`src/common/cantsf_pkg.sv`:
```
// package: constants and types of the can timestamp and filter block
package cantsf_pkg;
	localparam logic [7:0] ADDR_TEST = 8'h00;
	localparam logic [7:0] ADDR_CONFIG = 8'h04;
	localparam logic [7:0] ADDR_TIMESTAMP_CONFIG_REG = 8'h08;
	localparam logic [7:0] ADDR_TIMESTAMP_VALUE_REG = 8'h0C;
	localparam logic [7:0] ADDR_STATUS = 8'h10;
	localparam logic [7:0] ADDR_NEWDATA = 8'h14;
	localparam logic [7:0] ADDR_EXT_ID_AND_MASK = 8'h18;
	localparam logic [7:0] ADDR_PUTIDX = 8'h1C;
	localparam logic [7:0] ADDR_FILT = 8'h40;
	localparam int FILT_SH = 3;
	localparam int TEST_LB = 0;
	localparam int TEST_OVR = 1;
	localparam int TEST_OVR_VAL = 2;
	localparam int TEST_RX_PIN = 3;
	localparam int CFG_MON = 0;
	localparam int ST_TSW = 0;
	localparam int ST_HPM = 1;
	localparam int ST_ELO = 22;
	localparam int ST_EP = 23;
	localparam int ST_EW = 24;
	localparam int FE_HI = 29;
	localparam int FE_EXT = 31;
	localparam int FE_EVT = 5;
	localparam int BUF_W = 5;
	localparam int PUT1_LSB = 8;
	localparam int STD_ID_W = 11;
	localparam int ID_W = 29;
	localparam int TS_W = 16;
	localparam int PRESC_W = 4;
	localparam int WORD_W = 5;
	localparam logic [28:0] EXT_ID_AND_MASK_RESET = 29'h1FFFFFFF;
	localparam logic RECESSIVE = 1'h1;
	localparam logic [1:0] TGT_BUF = 2'h0;
	localparam logic [1:0] TGT_FIFO0 = 2'h1;
	localparam logic [1:0] TGT_FIFO1 = 2'h2;
	localparam logic [4:0] WORD_ID = 5'h00;
	localparam logic [4:0] WORD_TS = 5'h01;
	localparam logic [4:0] WORD_DATA = 5'h02;
	typedef enum logic [2:0] {ACT_OFF, ACT_FIFO0, ACT_FIFO1, ACT_REJECT,
		ACT_HPM, ACT_HPM_FIFO0, ACT_HPM_FIFO1, ACT_RXBUF} cantsf_action_type;
	typedef enum logic [1:0] {FT_RANGE, FT_DUAL, FT_CLASSIC,
		FT_RANGE_RAW} cantsf_ftype_type;
	typedef enum logic [1:0] {S_IDLE, S_HDR_ID, S_HDR_TS,
		S_DATA} cantsf_state_type;
endpackage

```
`src/rtl/cantsf_top.sv`:
```
// receive side of a can controller: test modes, timestamp, filtering
// Notes on behaviour
// loopback_enable set: own transmitted frames are received and filtered.
// in either loop-back mode acknowledge errors are ignored.
// external loop-back feeds tx back to rx, pin ignored, tx still shown.
// loopback_enable plus bus_monitor_mode: rx pin cut, tx pin recessive.
// tx_pin_override and rx pin readback pass a synchroniser delay.
// software uses test modes only for production or self test.
// a 16-bit wrapping timestamp counter is readable as timestamp_count.
// the counter steps once every 1 to 16 bit times per prescale.
// any write to timestamp_value_reg clears the counter.
// counter wrap sets timestamp_wrap_flag.
// the counter is captured at frame start into the stored element.
// matching element stores, stores with event, rejects, or sets priority.
// filtering starts after the identifier; storage goes in 32-bit words.
// an errored frame never sets the buffer's new_data flag.
// an errored frame leaves the fifo put index unchanged.
// the received identifier is stored unmodified.
// range element matches identifiers between its two bounds.
// extended range type 00 applies ext_id_and_mask, type 11 does not.
// dual-id element matches either identifier, equal ids match one.
// classic filter: id1 is reference, id2 mask, zero bits ignored.
// all-ones mask matches one id, all-zeros mask matches every id.
// warning and passive changes and log overflow set status flags.
// elements are checked in order, the first match decides.
// extended_id_flag selects 11-bit or 29-bit identifier and filter set.
// update sets new_data; writing 1 clears it, writing 0 does nothing.
`timescale 1ns/100ps
module cantsf_top #(
	parameter int NUM_FILTERS = 4,
	parameter int PUT_W = 6
) (
	// clock and reset
	input wire logic sys_clk,
	input wire logic reset_n,
	// ahb-lite slave
	input wire logic hsel,
	input wire logic [31:0] haddr,
	input wire logic [1:0] htrans,
	input wire logic hwrite,
	input wire logic [2:0] hsize,
	input wire logic [31:0] hwdata,
	input wire logic hready,
	output logic [31:0] hrdata,
	output logic hreadyout,
	output logic hresp,
	// can pins
	input wire logic can_rx_pin,
	output logic can_tx_pin,
	// protocol engine
	input wire logic engine_tx,
	output logic engine_rx,
	input wire logic ack_err,
	output logic engine_ack_err,
	input wire logic bit_tick,
	input wire logic sof,
	input wire logic id_done,
	input wire logic [28:0] rx_id,
	input wire logic rx_xtd,
	input wire logic word_valid,
	input wire logic [31:0] word_data,
	input wire logic frame_ok,
	input wire logic frame_err,
	input wire logic err_warning,
	input wire logic err_passive,
	input wire logic log_overflow,
	// message store write port
	output logic wr_valid,
	output logic [1:0] wr_target,
	output logic [PUT_W-1:0] wr_index,
	output logic [4:0] wr_word,
	output logic [31:0] wr_data,
	output logic filter_event,
	output logic [15:0] frame_timestamp
);
	typedef struct packed {
		logic lb;
		logic ovr;
		logic ovr_val;
		logic mon;
		logic [1:0] ovr_p1;
		logic [1:0] ovr_p2;
		logic rx_s1;
		logic rx_s2;
		logic [cantsf_pkg::PRESC_W-1:0] timestamp_config_reg;
		logic [cantsf_pkg::PRESC_W-1:0] pc;
		logic [cantsf_pkg::TS_W-1:0] ts;
		logic [cantsf_pkg::TS_W-1:0] cap_ts;
		logic [31:0] status;
		logic [31:0] new_data;
		logic [28:0] ext_id_and_mask;
		logic [NUM_FILTERS-1:0][31:0] fa;
		logic [NUM_FILTERS-1:0][31:0] fb;
		logic [PUT_W-1:0] put0;
		logic [PUT_W-1:0] put1;
		logic ew_prev;
		logic ep_prev;
		cantsf_pkg::cantsf_state_type state;
		logic [1:0] tgt;
		logic [PUT_W-1:0] idx;
		logic evt;
		logic [4:0] word;
		logic [28:0] id;
		logic extended_id_flag;
		logic wr_pend;
		logic rd_pend;
		logic [7:0] addr;
		logic hreadyout;
		logic hresp;
		logic [31:0] hrdata;
		logic engine_rx;
		logic ack_err;
		logic can_tx;
		logic wr_valid;
		logic [1:0] wr_target;
		logic [PUT_W-1:0] wr_index;
		logic [4:0] wr_word;
		logic [31:0] wr_data;
		logic filter_event;
	} cantsf_regs_type;

	cantsf_regs_type q;
	cantsf_regs_type n;
	logic acc;
	logic ts_wr;
	logic hit;
	logic store;
	logic emit;
	logic [31:0] edata;
	logic [31:0] rd;
	int fsel;
	cantsf_pkg::cantsf_action_type act;

	// one filter element against the received identifier
	function automatic logic id_match(input logic [31:0] a,
			input logic [31:0] b, input logic [28:0] id, input logic extended_id_flag,
			input logic [28:0] xmask);
		logic [28:0] w;
		logic [28:0] id1;
		logic [28:0] id2;
		logic [28:0] m;
		cantsf_pkg::cantsf_action_type ac;
		cantsf_pkg::cantsf_ftype_type ft;
		w = extended_id_flag ? '1 : 29'((1 << cantsf_pkg::STD_ID_W) - 1);
		id1 = a[28:0] & w;
		id2 = b[28:0] & w;
		m = id & w;
		ac = cantsf_pkg::cantsf_action_type'(a[31:cantsf_pkg::FE_HI]);
		ft = cantsf_pkg::cantsf_ftype_type'(b[30:cantsf_pkg::FE_HI]);
		id_match = 1'b0;
		if (ac != cantsf_pkg::ACT_OFF && b[cantsf_pkg::FE_EXT] == extended_id_flag) begin
			if (ac == cantsf_pkg::ACT_RXBUF) begin
				// id2 carries buffer index here, so only exact match
				id_match = (m == id1);
			end else begin
				case (ft)
					cantsf_pkg::FT_RANGE: begin
						if (extended_id_flag) begin
							m = m & xmask;
						end
						id_match = (id1 <= m) && (m <= id2);
					end
					cantsf_pkg::FT_RANGE_RAW: begin
						id_match = (id1 <= m) && (m <= id2);
					end
					cantsf_pkg::FT_DUAL: begin
						id_match = (m == id1) || (m == id2);
					end
					default: begin
						id_match = ((m ^ id1) & id2) == '0;
					end
				endcase
			end
		end
	endfunction

	function automatic logic in_filt(input logic [7:0] ad);
		in_filt = int'(ad) >= int'(cantsf_pkg::ADDR_FILT) &&
			int'(ad) < int'(cantsf_pkg::ADDR_FILT) +
			(NUM_FILTERS << cantsf_pkg::FILT_SH);
	endfunction

	function automatic int filt_idx(input logic [7:0] ad);
		filt_idx = (int'(ad) - int'(cantsf_pkg::ADDR_FILT)) >>
			cantsf_pkg::FILT_SH;
	endfunction

	always_comb begin
		n = q;
		acc = hsel && htrans[1] && hready;
		ts_wr = q.wr_pend && (q.addr == cantsf_pkg::ADDR_TIMESTAMP_VALUE_REG);
		n.wr_valid = 1'b0;
		n.filter_event = 1'b0;
		emit = 1'b0;
		edata = '0;
		rd = '0;
		// lowest index walked last, so the first element wins
		hit = 1'b0;
		fsel = 0;
		for (int i = NUM_FILTERS - 1; i >= 0; i--) begin
			if (id_match(q.fa[i], q.fb[i], rx_id, rx_xtd, q.ext_id_and_mask)) begin
				hit = 1'b1;
				fsel = i;
			end
		end
		act = cantsf_pkg::cantsf_action_type'(
			q.fa[fsel][31:cantsf_pkg::FE_HI]);
		store = hit && act != cantsf_pkg::ACT_REJECT &&
			act != cantsf_pkg::ACT_HPM;

		// bus: register writes land in the data phase
		if (q.wr_pend) begin
			case (q.addr)
				cantsf_pkg::ADDR_TEST: begin
					n.lb = hwdata[cantsf_pkg::TEST_LB];
					n.ovr = hwdata[cantsf_pkg::TEST_OVR];
					n.ovr_val = hwdata[cantsf_pkg::TEST_OVR_VAL];
				end
				cantsf_pkg::ADDR_CONFIG: begin
					n.mon = hwdata[cantsf_pkg::CFG_MON];
				end
				cantsf_pkg::ADDR_TIMESTAMP_CONFIG_REG: begin
					n.timestamp_config_reg = hwdata[cantsf_pkg::PRESC_W-1:0];
				end
				cantsf_pkg::ADDR_STATUS: begin
					n.status = q.status & ~hwdata;
				end
				cantsf_pkg::ADDR_NEWDATA: begin
					n.new_data = q.new_data & ~hwdata;
				end
				cantsf_pkg::ADDR_EXT_ID_AND_MASK: begin
					n.ext_id_and_mask = hwdata[28:0];
				end
				default: begin
					if (in_filt(q.addr) && q.addr[2]) begin
						n.fb[filt_idx(q.addr)] = hwdata;
					end else if (in_filt(q.addr)) begin
						n.fa[filt_idx(q.addr)] = hwdata;
					end
				end
			endcase
		end

		// bus: one wait state per read so a preceding write is seen
		n.wr_pend = acc && hwrite;
		if (acc) begin
			n.addr = haddr[7:0];
		end
		if (acc && !hwrite) begin
			n.rd_pend = 1'b1;
			n.hreadyout = 1'b0;
		end
		if (q.rd_pend) begin
			case (q.addr)
				cantsf_pkg::ADDR_TEST: begin
					rd[cantsf_pkg::TEST_LB] = q.lb;
					rd[cantsf_pkg::TEST_OVR] = q.ovr;
					rd[cantsf_pkg::TEST_OVR_VAL] = q.ovr_val;
					rd[cantsf_pkg::TEST_RX_PIN] = q.rx_s2;
				end
				cantsf_pkg::ADDR_CONFIG: rd[cantsf_pkg::CFG_MON] = q.mon;
				cantsf_pkg::ADDR_TIMESTAMP_CONFIG_REG: rd[cantsf_pkg::PRESC_W-1:0] = q.timestamp_config_reg;
				cantsf_pkg::ADDR_TIMESTAMP_VALUE_REG: rd[cantsf_pkg::TS_W-1:0] = q.ts;
				cantsf_pkg::ADDR_STATUS: rd = q.status;
				cantsf_pkg::ADDR_NEWDATA: rd = q.new_data;
				cantsf_pkg::ADDR_EXT_ID_AND_MASK: rd[28:0] = q.ext_id_and_mask;
				cantsf_pkg::ADDR_PUTIDX: begin
					rd[PUT_W-1:0] = q.put0;
					rd[cantsf_pkg::PUT1_LSB +: PUT_W] = q.put1;
				end
				default: begin
					if (in_filt(q.addr) && q.addr[2]) begin
						rd = q.fb[filt_idx(q.addr)];
					end else if (in_filt(q.addr)) begin
						rd = q.fa[filt_idx(q.addr)];
					end
				end
			endcase
			n.hrdata = rd;
			n.hreadyout = 1'b1;
			n.rd_pend = 1'b0;
		end

		// pins: override and readback go through two stages
		n.ovr_p1 = {q.ovr, q.ovr_val};
		n.ovr_p2 = q.ovr_p1;
		n.rx_s1 = can_rx_pin;
		n.rx_s2 = q.rx_s1;
		n.engine_rx = q.lb ? engine_tx : can_rx_pin;
		n.ack_err = ack_err && !q.lb;
		if (q.lb && q.mon) begin
			n.can_tx = cantsf_pkg::RECESSIVE;
		end else if (q.ovr_p2[1]) begin
			n.can_tx = q.ovr_p2[0];
		end else begin
			n.can_tx = engine_tx;
		end

		// timestamp; a register write beats the tick
		if (bit_tick && q.pc == q.timestamp_config_reg) begin
			n.pc = '0;
			n.ts = q.ts + 16'h0001;
			if (q.ts == '1) begin
				n.status[cantsf_pkg::ST_TSW] = 1'b1;
			end
		end else if (bit_tick) begin
			n.pc = q.pc + 4'h1;
		end
		if (ts_wr) begin
			n.ts = '0;
			n.pc = '0;
		end
		if (sof) begin
			n.cap_ts = q.ts;
		end

		// error state changes, set after the clear so set wins
		n.ew_prev = err_warning;
		n.ep_prev = err_passive;
		if (err_warning != q.ew_prev) begin
			n.status[cantsf_pkg::ST_EW] = 1'b1;
		end
		if (err_passive != q.ep_prev) begin
			n.status[cantsf_pkg::ST_EP] = 1'b1;
		end
		if (log_overflow) begin
			n.status[cantsf_pkg::ST_ELO] = 1'b1;
		end

		// storage sequence: id word, timestamp word, then data
		case (q.state)
			cantsf_pkg::S_IDLE: begin
				n.state = cantsf_pkg::S_IDLE;
			end
			cantsf_pkg::S_HDR_ID: begin
				emit = 1'b1;
				edata = {2'h0, q.extended_id_flag, q.id};
				n.word = cantsf_pkg::WORD_ID;
				n.state = cantsf_pkg::S_HDR_TS;
			end
			cantsf_pkg::S_HDR_TS: begin
				emit = 1'b1;
				edata = {16'h0000, q.cap_ts};
				n.word = cantsf_pkg::WORD_TS;
				n.state = cantsf_pkg::S_DATA;
			end
			cantsf_pkg::S_DATA: begin
				if (word_valid) begin
					emit = 1'b1;
					edata = word_data;
					n.word = q.word + 5'h01;
				end
				if (frame_err) begin
					n.state = cantsf_pkg::S_IDLE;
				end else if (frame_ok) begin
					n.state = cantsf_pkg::S_IDLE;
					n.filter_event = q.evt;
					case (q.tgt)
						cantsf_pkg::TGT_FIFO0: n.put0 = q.put0 + 1'b1;
						cantsf_pkg::TGT_FIFO1: n.put1 = q.put1 + 1'b1;
						default: n.new_data[q.idx[cantsf_pkg::BUF_W-1:0]] = 1'b1;
					endcase
				end
			end
			default: n.state = cantsf_pkg::S_IDLE;
		endcase
		if (emit) begin
			n.wr_valid = 1'b1;
			n.wr_target = q.tgt;
			n.wr_index = q.idx;
			n.wr_word = (q.state == cantsf_pkg::S_DATA) ? q.word : n.word;
			n.wr_data = edata;
			if (q.state == cantsf_pkg::S_HDR_TS) begin
				n.word = cantsf_pkg::WORD_DATA;
			end
		end

		// filter decision once the identifier is complete
		if (id_done) begin
			n.state = store ? cantsf_pkg::S_HDR_ID : cantsf_pkg::S_IDLE;
			n.id = rx_id;
			n.extended_id_flag = rx_xtd;
			n.evt = 1'b0;
			if (hit && (act == cantsf_pkg::ACT_HPM ||
					act == cantsf_pkg::ACT_HPM_FIFO0 ||
					act == cantsf_pkg::ACT_HPM_FIFO1)) begin
				n.status[cantsf_pkg::ST_HPM] = 1'b1;
			end
			case (act)
				cantsf_pkg::ACT_FIFO0, cantsf_pkg::ACT_HPM_FIFO0: begin
					n.tgt = cantsf_pkg::TGT_FIFO0;
					n.idx = q.put0;
				end
				cantsf_pkg::ACT_FIFO1, cantsf_pkg::ACT_HPM_FIFO1: begin
					n.tgt = cantsf_pkg::TGT_FIFO1;
					n.idx = q.put1;
				end
				default: begin
					n.tgt = cantsf_pkg::TGT_BUF;
					n.idx = PUT_W'(q.fb[fsel][cantsf_pkg::BUF_W-1:0]);
					n.evt = q.fb[fsel][cantsf_pkg::FE_EVT];
				end
			endcase
		end
	end

	always_ff @(posedge sys_clk) begin
		if (!reset_n) begin
			q <= '0;
			q.state <= cantsf_pkg::S_IDLE;
			q.hreadyout <= 1'b1;
			q.ext_id_and_mask <= cantsf_pkg::EXT_ID_AND_MASK_RESET;
			q.can_tx <= cantsf_pkg::RECESSIVE;
			q.engine_rx <= cantsf_pkg::RECESSIVE;
		end else begin
			q <= n;
		end
	end

	assign hrdata = q.hrdata;
	assign hreadyout = q.hreadyout;
	assign hresp = q.hresp;
	assign can_tx_pin = q.can_tx;
	assign engine_rx = q.engine_rx;
	assign engine_ack_err = q.ack_err;
	assign wr_valid = q.wr_valid;
	assign wr_target = q.wr_target;
	assign wr_index = q.wr_index;
	assign wr_word = q.wr_word;
	assign wr_data = q.wr_data;
	assign filter_event = q.filter_event;
	assign frame_timestamp = q.cap_ts;
endmodule // cantsf_top

```
`config.mk`:
```
export PLATFORM = sky130hd
export DESIGN_NAME = cantsf_top
export DESIGN_NICKNAME = d
export VERILOG_FILES = /design/src/common/cantsf_pkg.sv /design/src/rtl/cantsf_top.sv
export SDC_FILE = /design/constraint.sdc
export NUM_CORES = 2
export LEC_CHECK = 0
export BUFFER_PORTS_ARGS = -buffer_cell sky130_fd_sc_hd__buf_2
export CAP_MARGIN = 25
export CORE_UTILIZATION = 52
export CTS_BUF_LIST = sky130_fd_sc_hd__clkbuf_8
export DETAILED_ROUTE_END_ITERATION = 6
export PLACE_DENSITY = 0.7
export SLEW_MARGIN = 20
export SYNTH_ARGS = -nofsm -noshare
export SYNTH_HDL_FRONTEND = slang
export SYNTH_SLANG_ARGS = --single-unit
```
`constraint.sdc`:
```
create_clock -name sys_clk -period 6.8 [get_ports sys_clk]
set_clock_uncertainty 0.05 [all_clocks]
set_input_delay 0.34 -clock sys_clk [delete_from_list [all_inputs] [get_ports sys_clk]]
set_output_delay 0.34 -clock sys_clk [all_outputs]
set_load 0.01 [all_outputs]
```
# After elaboration in Yosys (flattened, before gate mapping)
# Cells that the tools add are included.
[totals]
reg_bits = 552
latch_bits = 0
mem_bits_rw = 0
romBits = 0
in_bits = 148
memories = 0
[op_classes]
addsub = 6
mul = 0
n_div = 0
magnitude_cmp = 23
eq_ne = 48
n_shift = 0
n_mux = 99
bitwise_logic = 28
n_reduce_logical = 82
[op_table]
columns = ["cell", "count"]
rows = [
  ["32-bit 2-to-1 mux", 16],
  ["29-bit <= comparator", 16],
  ["29-bit 2-to-1 mux", 15],
  ["29-bit AND", 14],
  ["128-bit 2-to-1 mux", 3],
  ["342-bit 2-to-1 mux", 1],
  ["32-bit binary-select mux with 2-bit select", 4],
  ["128-bit bitwise mux", 2],
  ["256-bit 2-to-1 mux", 1],
  ["29-bit equality test", 8],
  ["29-bit zero test", 4],
  ["29-bit XOR", 4],
  ["32-bit one-hot mux with 3 select lines", 1],
  ["32-bit AND", 2],
  ["32-bit demux with 2-bit select", 1],
  ["13-bit one-hot mux with 4 select lines", 1],
  ["46-bit 2-to-1 mux", 1],
  ["6-bit one-hot mux with 6 select lines", 1],
  ["8-bit by 5-bit equality test with 1-bit output, second input constant", 4],
  ["32-bit by 4-bit < comparator with 1-bit output, second input constant", 1],
  ["32-bit NOT", 1],
  ["32-bit OR", 1],
  ["29-bit by 1-bit greater-or-equal comparator with 1-bit output, second input constant", 1],
  ["29-bit by 3-bit < comparator with 1-bit output, second input constant", 1],
  ["56 further kinds", 182],
]

# Logic depth before layout (Yosys ltp)
[logic_depth]
word_depth = 25
ltp_mapped = 29
ltp_nobuf = 22

# Worst setup path before layout
# No wires, ideal clock.
[synth_path]
kind = "input to register"
from = "in rx_xtd"
to = "reg q[130] in the netlist's numbering"
arrival_ns = 5.573
required_time_ns = 6.692
slack_ns = 1.120
cell_stages = 28
n_path_buf = 9
cell_sequence = "buf_6 buf_6 buf_4 buf_2 buf_2 clkbuf_1 clkbuf_1 clkbuf_1 nand2_1 ha_1 and4_1 nand2_1 or4_1 nor4_1 nand2_1 o31a_1 o32ai_4 nand3_4 nand2b_1 buf_4 a21oi_4 mux2i_1 mux2i_1 ha_1 nor2b_1 o221ai_1 a211oi_1 a21o_1"
[synth_via]
elab_chain_cells = 22
elab_cells_between_ends = 109
cone_classes = "order compare: 16; eq/ne: 16; mux: 37; bitwise: 18; reduce/logical: 22"
[synth_rtl]
columns = ["element", "line", "text"]
rows = [
  ["start, declared", "cantsf_top.sv:59", "input wire logic rx_xtd,"],
  ["29-bit 2-to-1 mux", "cantsf_top.sv:144", "w = extended_id_flag ? '1 : 29'((1 << cantsf_pkg::STD_ID_W) - 1);"],
  ["29-bit AND", "cantsf_top.sv:147", "m = id & w;"],
  ["29-bit AND", "cantsf_top.sv:159", "m = m & xmask;"],
  ["29-bit 2-to-1 mux", "cantsf_top.sv:158", "if (extended_id_flag) begin"],
  ["29-bit 2-to-1 mux", "cantsf_top.sv:156", "case (ft)"],
  ["29-bit 2-to-1 mux", "cantsf_top.sv:152", "if (ac == cantsf_pkg::ACT_RXBUF) begin"],
  ["29-bit 2-to-1 mux", "cantsf_top.sv:151", "if (ac != cantsf_pkg::ACT_OFF && b[cantsf_pkg::FE_EXT] == extended_id_flag) begin"],
  ["29-bit <= comparator", "cantsf_top.sv:161", "id_match = (id1 <= m) && (m <= id2);"],
  ["[4 not listed]", "n/a", ""],
  ["2-bit 2-to-1 mux", "cantsf_top.sv:201", "if (id_match(q.fa[i], q.fb[i], rx_id, rx_xtd, q.ext_id_and_mask)) begin"],
  ["32-bit 2-to-1 mux (2 in a row)", "cantsf_top.sv:201", ""],
  ["32-bit 2-to-1 mux (*)", "cantsf_top.sv:201", ""],
  ["32-bit binary-select mux with 2-bit select", "cantsf_top.sv:207", "q.fa[fsel][31:cantsf_pkg::FE_HI]);"],
  ["32-bit 2-to-1 mux (not written as such) (2 in a row)", "cantsf_top.sv:207", ""],
  ["3-bit equality test, or another cell as far along", "cantsf_top.sv:389", "case (act)"],
  ["2-bit OR reduction", "n/a", ""],
  ["8-bit one-hot mux with 2 select lines (*)", "cantsf_top.sv:389", ""],
  ["end signal, assigned", "cantsf_top.sv:416", "q <= n;"],
  ["end, declared", "cantsf_top.sv:122", "cantsf_regs_type q;"],
]
# Mark *: on every way between the ends. The rest lies on a longest branch, timed or not. The select of a mux whose other input is x is not followed.
# A chain may end at the register's enable or synchronous reset.

# Worst setup path in the final report
[layout_path]
from = "reg q[420] in the netlist's numbering"
to = "reg q[132] in the netlist's numbering"
[layout_via]
elab_chain_cells = 20
elab_cells_between_ends = 55
cone_classes = "order compare: 8; eq/ne: 4; mux: 36; bitwise: 1; reduce/logical: 6"
[layout_rtl]
columns = ["element", "line"]
rows = [
  ["29-bit AND (*)", "cantsf_top.sv:159"],
  ["29-bit 2-to-1 mux (*)", "cantsf_top.sv:158"],
  ["29-bit 2-to-1 mux", "cantsf_top.sv:156"],
  ["29-bit 2-to-1 mux", "cantsf_top.sv:152"],
  ["29-bit 2-to-1 mux", "cantsf_top.sv:151"],
  ["29-bit <= comparator", "cantsf_top.sv:161"],
  ["1-bit logical AND", "cantsf_top.sv:161"],
  ["1-bit one-hot mux with 3 select lines", "cantsf_top.sv:156"],
  ["[2 not listed]", "n/a"],
  ["2-bit 2-to-1 mux", "cantsf_top.sv:201"],
  ["32-bit 2-to-1 mux (2 in a row)", "cantsf_top.sv:201"],
  ["32-bit 2-to-1 mux (*)", "cantsf_top.sv:201"],
  ["32-bit binary-select mux with 2-bit select", "cantsf_top.sv:207"],
  ["32-bit 2-to-1 mux (not written as such) (2 in a row)", "cantsf_top.sv:207"],
  ["3-bit equality test, or another cell as far along", "cantsf_top.sv:389"],
  ["2-bit OR reduction", "n/a"],
  ["8-bit one-hot mux with 2 select lines (*)", "cantsf_top.sv:389"],
]
# Marked as above.

==> impl_metrics.csv <==
group,metric,value,unit
status,status,"finished with violations",
status,violations,"design-rule violations",
routing,wl,169000,um
place,post_dp_cell_area,39200,sq um
cells_and_area,nets,5322,
worst_setup_path,required,7420,ps
clock_network,clkSlewWorstSetupHoldPaths,60,ps
power_and_ir_drop,peakVddDrop,0.000199,V
global_route,antenna_found_initial,7,
worst_setup_path,cp.arrival,6540,ps
cells_and_area,stdcell_count,5776,
global_route,grt-busiest-layer,"met2",
clock_network,clock_latency,770,ps
global_route,use_met2,65.3,%
clock_network,root_buffer,"clkbuf_8",
sta,slew_viol_final,0,
routing,vias_per_cell,6.51,
worst_hold_path,min_path_type,"in2reg",
yosys,netlist.top_cell.by_area,"dfxtp_1",
global_route,grt_usage,44.4,%
yosys,synthMuxAreaShare,6.02,%
yosys,ys.flop_type,"dfxtp_1",
cells_and_area,final_cell_area,42200,sq um
floorplan,die_h,272,um
yosys,ys_async_sr_fraction,0,%
power_and_ir_drop,p_leak,17.0,nW
yosys,synth_compound_area_share,20.4,%
yosys,synth_top_family_by_area,"simple AND/OR/NAND/NOR gates",
yosys,ys_types,93,
cells_and_area,fillCellCount,6567,
global_route,grt_util_met3,10.8,%
yosys,synth-simple-area-share,21.1,%
yosys,synth-adder-area-share,14.4,%
worst_setup_path,endpoint_kind,"flop",
sta,max_slew_margin,25.4,%
global_route,met1_usage,62.3,%
sta,period_minus_slack,5920,ps
yosys,synth_area_leaders,"dfxtp_1 (29%), ha_1 (14%), nand2_1 (9.3%), a21boi_0 (5.8%), mux4_2 (3.8%)",
clock_network,htree_levels,3,
clock_network,cts_buffers,95,
yosys,synth-seq-cells,552,
place,dpl.hpwl,127000,um
routing,ant_nets,0,
power_and_ir_drop,powerDensity,177,nW/um^2
routing,routedWlPerCell,29.3,um
yosys,synth_xor_area_share,2.28,%
yosys,avgSynthCellArea,8.22,sq um
yosys,netlist_area,38000,sq um
global_route,grt_remaining_overflow,0,
yosys,synthTopCellsByCount,"nand2_1 (946), dfxtp_1 (552), ha_1 (432)",
yosys,syn_nets,5201,
yosys,synth.most_common_cell,"nand2_1",
power_and_ir_drop,p_total,7.45,mW
sta,worst_pin_slew,1120,ps
worst_setup_path,critPathLaunchType,"flop",
place,port_buffers,218,
floorplan,die-width,272,um
sta,fin_crit_sh,87.0,%
global_route,grt_pass1_wl,241000,um
place,gp_congestion,1.05,
sta,hold_violations,0,
floorplan,coreArea,71900,sq um
floorplan,die-area,74200,sq um
job,maxCapViolations,0,
global_route,grt_pass1_vias,34600,
cells_and_area,postLayoutCoreUtil,58.7,%
routing,vias,37600,
clock_network,cts_tree,"done",
yosys,synth-warning-count,0,
clock_network,clock_path_buffers,3,
routing,drtPass1Iterations,7,
worst_setup_path,cp_max_fo,5,
floorplan,boundaryPins,248,
place,place_inst,5500,
cells_and_area,area.sequential,11100,sq um
cells_and_area,area_growth,11.0,%
sta,max_clock_freq,169,MHz
yosys,seq_area_frac_synth,29.1,%
sta,rsz0062_at_grt,"no",
sta,setup-tns-final,0,ps
floorplan,rows,98,
routing,drc,1,
floorplan,start_util,52.9,%
yosys,yosysTopAreaCellShare,29.1,%
cells_and_area,drive_above_1_share,11.7,%
clock_network,cts_sinks,552,
worst_setup_path,criticalPathCategory,"reg2reg",
cells_and_area,multi_input_area,24500,sq um
sta,setup_viol,0,
yosys,synth-edff-count,0,
routing,drt_iter0_markers,4827,
global_route,grt_max_degree,157,
yosys,synthCells,4621,
## placed cells by master, fill, tap and decap left out, types with 11 or more instances in the layout
cell,n
nand2b_1,42
o21ai_0,91
nand4_1,63
o2111ai_1,14
a211oi_1,44
or3_1,11
a221oi_1,39
mux2i_1,80
nor4_1,15
a21boi_0,296
nand2_1,944
buf_2,216
a31oi_1,17
nand3_1,143
and3_1,31
dlygate4sd3_1,94
nor2b_1,135
o211ai_1,33
inv_1,219
a22oi_1,68
nor3_1,28
clkbuf_8,108
dfxtp_1,549
mux4_2,64
a21o_1,41
a222oi_1,26
and2_1,104
o22ai_1,50
ha_1,432
o211a_1,18
a21oi_1,215
xor2_1,51
a2111oi_0,13
clkinv_2,18
xnor2_1,48
nor3b_1,21
nor2_1,133
buf_4,84
a22o_1,13
a32o_1,12
## stage by stage
stage                     worst slack (ps)  hold WS (ps)
after floorplan                       1120           362
after global placement                 593           367
after detailed placement               388           371
after CTS                             1040          3.72
after global routing                   624          17.2
final                                  882          26.3
## critical path, stage by stage (launching register included)
cell and delay [ps]:
dfxtp_1 400, o21ai_0 790, inv_1 360, ha_1 400
and4_1 210, nand2_1 70, or4_1 500, nor4_1 330
nand2_1 90, o31a_1 200, o32ai_4 440, nand3_4 100
nand2b_1 170, a21oi_4 110, mux2i_1 170, mux2i_1 320
ha_1 360, nor2b_1 260, o221ai_1 160, a211oi_1 230
a21o_1 110
## per-layer routing
metal | vias up | wire length (um) | part of all wire (%)
li1 | 16600 | - | -
met1 | 18100 | 70500 | 42
met2 | 2386 | 70600 | 42
met3 | 412 | 21000 | 12
met4 | 6 | 6980 | 4.1
met5 | - | 42 | 0.025
## report_power, final
part	leakage, nW	internal (mW)	switching, mW
Sequential	4.46	3.26	0.0217
Clock	1.16	1.68	1.54
Combinational	11.3	0.342	0.612
## final cells by class
class	instances	share of cell area, %
multi-input combinational	3506	58.0
sequential	552	26.2
timing repair buffer	400	6.51
clock buffer	108	3.53
tap	950	2.82
inverter	187	1.68
clock inverter	67	1.18
antenna	6	0.0356
## cell families (layout without fill, tap and decap cells)
kind of cell / after synthesis / count (layout)
AND/OR/NAND/NOR: 1731 / 1731
adder cells (fa/ha/maj): 438 / 438
buffers and inverters: 563 / 762
XOR/XNOR: 99 / 99
multiplexers: 148 / 148
flip-flops: 552 / 552
other: 1 / 7
AO/OA/AOI/OAI: 1089 / 1089
## timing repair
action | in CTS | in global routing
buffers inserted | 0 | 0
gates resized for setup | 0 | 0
hold buffers | 94 | 0
endpoints found under the setup margin | 0 | 0
hold endpoints to repair | 359 | 0
## final timing paths
kind | from | to | slack [ps] | depth (start not counted)
min | word_data[13] | wr_data[13]$_SDFFE_PN0P_ | 30 | 4
min reg2reg | q[484]$_SDFFE_PN0P_ | q[484]$_SDFFE_PN0P_ | 380 | 2
max | q[420]$_SDFFE_PN1P_ | q[132]$_SDFFE_PN0P_ | 880 | 20
max reg2reg | q[420]$_SDFFE_PN1P_ | q[132]$_SDFFE_PN0P_ | 880 | 20
No activity file was read; power rests on OpenSTA's default activity.
